[config.mk]
export PLATFORM = sky130hd
export DESIGN_NAME = dsif_top
export DESIGN_NICKNAME = d
export VERILOG_FILES = /design/src/common/dsif_pkg.sv /design/src/rtl/dsif_top.sv /design/src/rtl/dsif_flag.sv
export SDC_FILE = /design/constraint.sdc
export NUM_CORES = 1
export LEC_CHECK = 0
export BUFFER_PORTS_ARGS = -buffer_cell sky130_fd_sc_hd__buf_4
export CORE_ASPECT_RATIO = 1.2
export CORE_MARGIN = 1
export CORE_UTILIZATION = 48
export CTS_BUF_LIST = sky130_fd_sc_hd__clkbuf_16
export DETAILED_ROUTE_END_ITERATION = 7
export GPL_TIMING_DRIVEN = 0
export PLACE_DENSITY = 0.79
export SYNTH_ARGS = -nofsm -noshare
export SYNTH_HDL_FRONTEND = slang
export SYNTH_SLANG_ARGS = --single-unit
[constraint.sdc]
create_clock -name core_clk_in -period 2.3 [get_ports core_clk_in]
set_input_delay 0.345 -clock core_clk_in [delete_from_list [all_inputs] [get_ports core_clk_in]]
set_output_delay 0.345 -clock core_clk_in [all_outputs]
set_load 0.05 [all_outputs]
[src/common/dsif_pkg.sv]
package dsif_pkg;
  // register offsets (byte addresses)
  localparam logic [7:0]  CTRL_OFS      = 8'h00;
  localparam logic [7:0]  STAT_OFS      = 8'h04;
  // field positions in the control and status registers
  localparam int          HALT_BIT      = 1;
  localparam int          SOFT_RST_BIT  = 2;
  localparam int          SGDEC_BIT     = 10;
  localparam int          FLAG_LSB      = 12;
  localparam int          FLAG_N        = 3;
  localparam int          CMPL_IDX      = 0;
  localparam int          DLY_IDX       = 1;
  localparam int          ERR_IDX       = 2;
  localparam int          THR_LSB       = 16;
  localparam int          DLY_LSB       = 24;
  localparam int          FIELD_W       = 8;
  // control write mask and values after reset
  localparam logic [31:0] CTRL_WMASK    = 32'hFFFF_7000;
  localparam logic [31:0] CTRL_RST      = 32'h0001_0000;
  localparam logic [7:0]  THR_RST       = 8'h01;
  localparam logic [7:0]  DLY_RST       = 8'h00;
  localparam logic [31:0] RDATA_IDLE    = 32'h0000_0000;
  // delay timer tick: 1250 ns per timer step at the 10 ns core clock
  localparam int          CLK_PERIOD_NS = 10;
  localparam int          DLY_STEP_NS   = 1250;
  localparam int          DLY_PRESCALE  = DLY_STEP_NS / CLK_PERIOD_NS;
endpackage

[src/rtl/dsif_top.sv]
// The register offsets and the strobed register port were decided locally.
`timescale 1ns/100ps
//
// Contract
// - A descriptor decode error sets the decode error flag and halts; only reset clears it.
// - After an error halt, status bit 1 is set only once the engine reports shutdown complete.
// - A finished simple transfer, or a scatter-gather one that meets the threshold count, sets completion flag bit 12.
// - The interrupt follows the completion flag only while control bit 12 is 1.
// - In scatter-gather mode completion is raised only when the threshold count is met.
// - A delay timer timeout sets delay flag bit 13.
// - The interrupt follows the delay flag only while control bit 13 is 1.
// - Any engine error sets error flag bit 14.
// - The interrupt follows the error flag only while control bit 14 is 1.
// - Flags 12 to 14 are sticky and a write of 1 to a bit clears it.
// - Status bits 23 to 16 show the live interrupt threshold counter, read-only.
// - Status bits 31 to 24 show the live interrupt delay timer, read-only.
module dsif_top #(
  parameter int DLY_PRESCALE = dsif_pkg::DLY_PRESCALE
) (
  input  wire logic        core_clk_in,
  input  wire logic        rst_b_in,
  input  wire logic [7:0]  reg_addr_in,
  input  wire logic [31:0] reg_wdata_in,
  input  wire logic        reg_wr_in,
  input  wire logic        reg_rd_in,
  output logic      [31:0] reg_rdata_out,
  input  wire logic        xfer_done_in,
  input  wire logic        sg_mode_in,
  input  wire logic        eng_err_in,
  input  wire logic        sg_dec_err_in,
  input  wire logic        halt_done_in,
  output logic             halt_req_out,
  output logic             soft_rst_out,
  output logic             irq_out
);
  localparam int PSC_W = (DLY_PRESCALE > 1) ? $clog2(DLY_PRESCALE) : 1;

  logic [31:0]                 ctrl_q;
  logic [31:0]                 ctrl_d;
  logic                        soft_rst_q;
  logic                        soft_rst_d;
  logic [31:0]                 rdata_q;
  logic [31:0]                 rdata_d;
  logic                        sgdec_q;
  logic                        sgdec_d;
  logic                        halt_req_q;
  logic                        halt_req_d;
  logic                        halted_q;
  logic                        halted_d;
  logic [7:0]                  thr_cnt_q;
  logic [7:0]                  thr_cnt_d;
  logic [7:0]                  dly_tmr_q;
  logic [7:0]                  dly_tmr_d;
  logic [PSC_W-1:0]            psc_q;
  logic [PSC_W-1:0]            psc_d;
  logic                        wr_ctrl;
  logic                        wr_stat;
  logic [7:0]                  thr_reload;
  logic [7:0]                  thr_new;
  logic [7:0]                  dly_val;
  logic                        tick;
  logic                        pending;
  logic                        cmpl_evt;
  logic                        dly_evt;
  logic                        err_evt;
  logic [dsif_pkg::FLAG_N-1:0] flag_set;
  logic [dsif_pkg::FLAG_N-1:0] flag_clr;
  logic [dsif_pkg::FLAG_N-1:0] flag_q;
  logic [dsif_pkg::FLAG_N-1:0] flag_en;
  logic [31:0]                 stat_view;

  // bus decode and control fields
  assign wr_ctrl    = reg_wr_in && (reg_addr_in == dsif_pkg::CTRL_OFS);
  assign wr_stat    = reg_wr_in && (reg_addr_in == dsif_pkg::STAT_OFS);
  assign thr_new    = reg_wdata_in[dsif_pkg::THR_LSB +: dsif_pkg::FIELD_W];
  assign dly_val    = ctrl_q[dsif_pkg::DLY_LSB +: dsif_pkg::FIELD_W];
  assign thr_reload = (ctrl_q[dsif_pkg::THR_LSB +: dsif_pkg::FIELD_W] == 8'h00) ? 8'h01
                      : ctrl_q[dsif_pkg::THR_LSB +: dsif_pkg::FIELD_W];
  assign flag_en    = ctrl_q[dsif_pkg::FLAG_LSB +: dsif_pkg::FLAG_N];

  // engine events
  assign cmpl_evt = xfer_done_in && (!sg_mode_in || thr_cnt_q <= 8'h01);
  assign err_evt  = eng_err_in || sg_dec_err_in;
  assign tick     = (psc_q == PSC_W'(DLY_PRESCALE - 1));
  assign pending  = sg_mode_in && (thr_cnt_q != thr_reload);
  assign dly_evt  = pending && !xfer_done_in && tick && (dly_val != 8'h00)
                    && ((dly_tmr_q + 8'h01) == dly_val);

  // control register, soft reset pulse and read data
  always_comb begin
    ctrl_d     = ctrl_q;
    soft_rst_d = 1'b0;
    rdata_d    = dsif_pkg::RDATA_IDLE;
    if (soft_rst_q) begin
      ctrl_d = dsif_pkg::CTRL_RST;
    end else if (wr_ctrl) begin
      ctrl_d     = reg_wdata_in & dsif_pkg::CTRL_WMASK;
      soft_rst_d = reg_wdata_in[dsif_pkg::SOFT_RST_BIT];
    end
    if (reg_rd_in) begin
      unique case (reg_addr_in)
        dsif_pkg::CTRL_OFS: rdata_d = ctrl_q;
        dsif_pkg::STAT_OFS: rdata_d = stat_view;
        default:            rdata_d = dsif_pkg::RDATA_IDLE;
      endcase
    end
  end

  // control registers
  always_ff @(posedge core_clk_in) begin
    if (!rst_b_in) begin
      ctrl_q     <= dsif_pkg::CTRL_RST;
      soft_rst_q <= 1'b0;
      rdata_q    <= dsif_pkg::RDATA_IDLE;
    end else begin
      ctrl_q     <= ctrl_d;
      soft_rst_q <= soft_rst_d;
      rdata_q    <= rdata_d;
    end
  end

  // decode error and halt sequencing; status writes cannot clear these, only soft reset does
  always_comb begin
    sgdec_d    = sgdec_q;
    halt_req_d = halt_req_q;
    halted_d   = halted_q;
    if (soft_rst_q) begin
      sgdec_d    = 1'b0;
      halt_req_d = 1'b0;
      halted_d   = 1'b0;
    end else begin
      if (sg_dec_err_in) begin
        sgdec_d = 1'b1;
      end
      if (err_evt) begin
        halt_req_d = 1'b1;
      end
      if (halt_req_q && halt_done_in) begin
        halted_d = 1'b1;
      end
    end
  end

  // halt registers
  always_ff @(posedge core_clk_in) begin
    if (!rst_b_in) begin
      sgdec_q    <= 1'b0;
      halt_req_q <= 1'b0;
      halted_q   <= 1'b0;
    end else begin
      sgdec_q    <= sgdec_d;
      halt_req_q <= halt_req_d;
      halted_q   <= halted_d;
    end
  end

  // threshold counter, delay timer and its prescaler
  always_comb begin
    thr_cnt_d = thr_cnt_q;
    dly_tmr_d = dly_tmr_q;
    psc_d     = tick ? '0 : psc_q + PSC_W'(1);
    if (soft_rst_q) begin
      thr_cnt_d = dsif_pkg::THR_RST;
      dly_tmr_d = dsif_pkg::DLY_RST;
      psc_d     = '0;
    end else if (wr_ctrl) begin
      thr_cnt_d = (thr_new == 8'h00) ? 8'h01 : thr_new;
      dly_tmr_d = dsif_pkg::DLY_RST;
    end else if (xfer_done_in && sg_mode_in) begin
      thr_cnt_d = (thr_cnt_q <= 8'h01) ? thr_reload : thr_cnt_q - 8'h01;
      dly_tmr_d = dsif_pkg::DLY_RST;
    end else if (dly_evt) begin
      thr_cnt_d = thr_reload;
      dly_tmr_d = dsif_pkg::DLY_RST;
    end else if (pending && tick && dly_val != 8'h00) begin
      dly_tmr_d = dly_tmr_q + 8'h01;
    end
  end

  // counter registers
  always_ff @(posedge core_clk_in) begin
    if (!rst_b_in) begin
      thr_cnt_q <= dsif_pkg::THR_RST;
      dly_tmr_q <= dsif_pkg::DLY_RST;
      psc_q     <= '0;
    end else begin
      thr_cnt_q <= thr_cnt_d;
      dly_tmr_q <= dly_tmr_d;
      psc_q     <= psc_d;
    end
  end

  // sticky interrupt flags with write-one clear
  assign flag_set[dsif_pkg::CMPL_IDX] = cmpl_evt;
  assign flag_set[dsif_pkg::DLY_IDX]  = dly_evt;
  assign flag_set[dsif_pkg::ERR_IDX]  = err_evt;
  assign flag_clr = {dsif_pkg::FLAG_N{wr_stat}}
                    & reg_wdata_in[dsif_pkg::FLAG_LSB +: dsif_pkg::FLAG_N];

  genvar gi;
  generate
    for (gi = 0; gi < dsif_pkg::FLAG_N; gi = gi + 1) begin : g_flag
      dsif_flag u_flag (
        .core_clk_in (core_clk_in),
        .rst_b_in    (rst_b_in),
        .soft_rst_in (soft_rst_q),
        .set_in      (flag_set[gi]),
        .clr_in      (flag_clr[gi]),
        .flag_out    (flag_q[gi])
      );
    end
  endgenerate

  // status view with reserved bits at zero
  always_comb begin
    stat_view = 32'h0000_0000;
    stat_view[dsif_pkg::HALT_BIT] = halted_q;
    stat_view[dsif_pkg::SGDEC_BIT] = sgdec_q;
    stat_view[dsif_pkg::FLAG_LSB +: dsif_pkg::FLAG_N] = flag_q;
    stat_view[dsif_pkg::THR_LSB +: dsif_pkg::FIELD_W] = thr_cnt_q;
    stat_view[dsif_pkg::DLY_LSB +: dsif_pkg::FIELD_W] = dly_tmr_q;
  end

  // outputs
  assign irq_out       = |(flag_q & flag_en);
  assign halt_req_out  = halt_req_q;
  assign soft_rst_out  = soft_rst_q;
  assign reg_rdata_out = rdata_q;
endmodule

[src/rtl/dsif_flag.sv]
`timescale 1ns/100ps
// one sticky event flag: set wins over clear, soft reset clears
module dsif_flag (
  input  wire logic core_clk_in,
  input  wire logic rst_b_in,
  input  wire logic soft_rst_in,
  input  wire logic set_in,
  input  wire logic clr_in,
  output logic      flag_out
);
  logic flag_q;
  logic flag_d;

  // next value: reset, then set, then write-one clear
  always_comb begin
    if (soft_rst_in) begin
      flag_d = 1'b0;
    end else if (set_in) begin
      flag_d = 1'b1;
    end else if (clr_in) begin
      flag_d = 1'b0;
    end else begin
      flag_d = flag_q;
    end
  end

  // flag register
  always_ff @(posedge core_clk_in) begin
    if (!rst_b_in) begin
      flag_q <= 1'b0;
    end else begin
      flag_q <= flag_d;
    end
  end

  assign flag_out = flag_q;
endmodule

==> flow_summary.toml <==
[outcome]
status = "finished with violations"
violations = "negative setup slack"

[place]
gp_congestion = 0.938
dp.cells = 576
portBuffers = 60
place_area_um2 = 4060
hpwl_um = 6870

[sta]
slew_headroom_pct = 52.2
min_period_ns = 2.31
maxSlewViolCount = 0
fin_crit_sh_pct = 100
fmax_mhz = 433
worstMarginPinSlew_ns = 0.713
tns_ns = -0.00752
hold_violations = 0
finalSetupViolations = 1
skew_ns = 0.00444
rsz0062_at_grt = "true"
finalWorstSetupSlack_ns = -0.00752

[hold_path]
whs_endpoint = "halt_req_out$_SDFFE_PP0P_"
min_path_type = "in2reg"
hold_start = "eng_err_in"
min_delay_path_depth = 3

[layout]
syn_to_final_growth_pct = 33.7
antenna_cells = 0
final_common_cell = "buf_4"
nets = 563
instances_no_fill = 601
stdcell_area_um2 = 4620
nFillCells = 557
layout_common_cells = "80 x buf_4, 64 x dfxtp_1, 59 x nand2_1"
drive_above_1_share_pct = 26.5

[clock_tree]
clk_latency_ns = 0.34
numClockSinks = 70
clk_pin_slew_ns = 0.06
cts_buffers = 9
cts_buffer_depth = 2
cts_tree = "done"
clock_tree.root_cell = "clkbuf_16"
hold_buffers = 0
htreeDepth = 3

[critical_path]
reg2reg_slack_ns = -0.008
path_class = "reg2reg"
startpoint_type = "flop"
cp.arrival_ns = 2.56
crit_fanout = 3
worstPathRequired_ns = 2.55
ff2ff_path_depth = 7
reg2reg_from = "ctrl_q[23]$_SDFFE_PP0P_"
r2r_end = "dly_tmr_q[2]$_SDFFE_PP0P_"
endpoint_kind = "flop"

[yosys]
ys_seq_area_share_pct = 40.5
syn_area_um2 = 3460
ys.flop_type = "dfxtp_1"
ys_warn_count = 0
synth_largest_area_cell = "dfxtp_1"
async_flop_share_pct = 0
synth_top_area_share_pct = 40.5
synth_area_leaders = "dfxtp_1 41%, nand2_1 6.4%, a21oi_1 5.1%"
yosysUniqueCellTypes = 52
synth_edf_count = 0
syn_inst = 419
ys_ff_latch = 70
avgSynthCellArea_um2 = 8.26

[floorplanning]
die-area_um2 = 7550
num_rows = 33
initial_core_util_pct = 50.2
core_um2 = 6900
chipHeight_um = 95
dieWidth_um = 79.5
ios = 84

[power_and_ir_drop]
powerDensity_nw_per_um2 = 659
p_leak_uw = 0.00187
peakVddDrop_mv = 0.421

[global_routing]
grt_overflow = 0
grt_max_degree = 14
grt_usage_pct = 26.1
grt_pass1_wl_um = 14900
grt_pass1_vias = 3152
antenna_found_initial = 0

[route]
wl_per_cell_um = 16.1
finalWirelength_um = 9690
via_count = 3458
drc = 0
first_iter_violations = 226
firstDrtPassIters = 5
vias_per_cell = 5.75
antenna_left = 0

[flow_run]
drv_cap = 0
-- registers in the layout (all words and copies together), names as in the netlist --
name	cells
g_flag.u_flag.flag_out	3
halt_req_out	1
dly_tmr_q	8
soft_rst_out	1
thr_cnt_q	8
ctrl_q	19
sgdec_q	1
psc_q	7
reg_rdata_out	21
halted_q	1
-- cell families after synthesis --
| group | share of synthesized area, % |
|---|---|
| xor+xnor | 5.82 |
| flops | 40.5 |
| other cells | 0.108 |
| buf+inv | 6.29 |
| mux | 1.45 |
| simple gates | 25.7 |
| fa+ha+maj | 1.81 |
| compound gates | 18.3 |
-- cell usage after synthesis, types with 3 or more instances --
master,count
nor2b_1,3
and4_1,5
buf_2,3
ha_1,5
buf_4,12
and3_1,4
nor4_1,8
nor2_1,41
a22oi_1,21
a31oi_1,4
nor3_1,6
nand3_1,12
xor2_1,15
xnor2_1,8
a211oi_1,14
mux2i_1,5
clkbuf_1,16
a21oi_1,35
o21ai_0,7
nand3b_1,3
or3_1,7
inv_1,10
and2_1,5
dfxtp_1,70
o21bai_1,3
nand2_1,59
a21o_1,3
nand4_1,5
-- power breakdown --
part,total [uW],leakage (uW),internal (uW),switching [uW]
sequential,1250,0.000571,1230,20.0
clock,1510,0.000156,952,555
combinational,291,0.00114,124,168
-- critical path, cell delays in order (launching register included) --
cell	delay (ns)
dfxtp_4	0.34
or4_4	0.56
nor3_4	0.22
nor4b_4	0.09
or2_4	0.27
buf_6	0.12
or4b_1	0.46
a31oi_1	0.14
-- layout make-up --
cell class / count / area, um2 / area share (%)
clock inverter: 7 / 98.8 / 2.14
timing repair buffer: 71 / 541 / 11.7
buffer: 31 / 198 / 4.27
clock buffer: 9 / 225 / 4.87
tap: 87 / 109 / 2.35
inverter: 10 / 37.5 / 0.812
sequential: 70 / 1420 / 30.6
multi-input combinational: 316 / 2000 / 43.2
-- worst max-delay path by stage --
stage	from	end	slack [ns]	cells after the start
2_1_floorplan	dly_tmr_q[0]$_SDFFE_PP0P_	thr_cnt_q[1]$_SDFFE_PP0P_	0.03	8
3_3_place_gp	thr_cnt_q[0]$_SDFFE_PP1P_	thr_cnt_q[5]$_SDFFE_PP0P_	-0.33	10
3_5_place_dp	dly_tmr_q[0]$_SDFFE_PP0P_	thr_cnt_q[3]$_SDFFE_PP0P_	-0.41	8
4_1_cts	ctrl_q[23]$_SDFFE_PP0P_	dly_tmr_q[2]$_SDFFE_PP0P_	-0.003	7
5_1_grt	dly_tmr_q[1]$_SDFFE_PP0P_	thr_cnt_q[1]$_SDFFE_PP0P_	-0.05	8
6_report	ctrl_q[23]$_SDFFE_PP0P_	dly_tmr_q[2]$_SDFFE_PP0P_	-0.008	7
-- what timing repair did --
action	4_1_cts	5_1_grt
pin swaps	6	16
endpoints found under the setup margin	17	15
gates resized for setup	18	26
setup buffers	7	4
-- through the flow --
step           utilization [%]  hold WS (ns)  setup slack, ns  power [uW]
5_1_grt                   67.1         0.247          -0.0544        3120
3_5_place_dp              58.8         0.451           -0.411        1530
2_1_floorplan                -         0.429           0.0348        1440
6_report                  67.1         0.227         -0.00752        3050
4_1_cts                   65.3         0.226         -0.00343        3040
3_3_place_gp              58.8         0.441           -0.328        1530
-- per-layer routing --
layer,wire length (um),track usage [%],vias up
met4,249,11.5,0
met2,4860,45.7,154
li1,-,-,1647
met1,3920,30.6,1632
met3,659,4.93,25
met5,0,0,-
(Power assumes the default switching activity.)
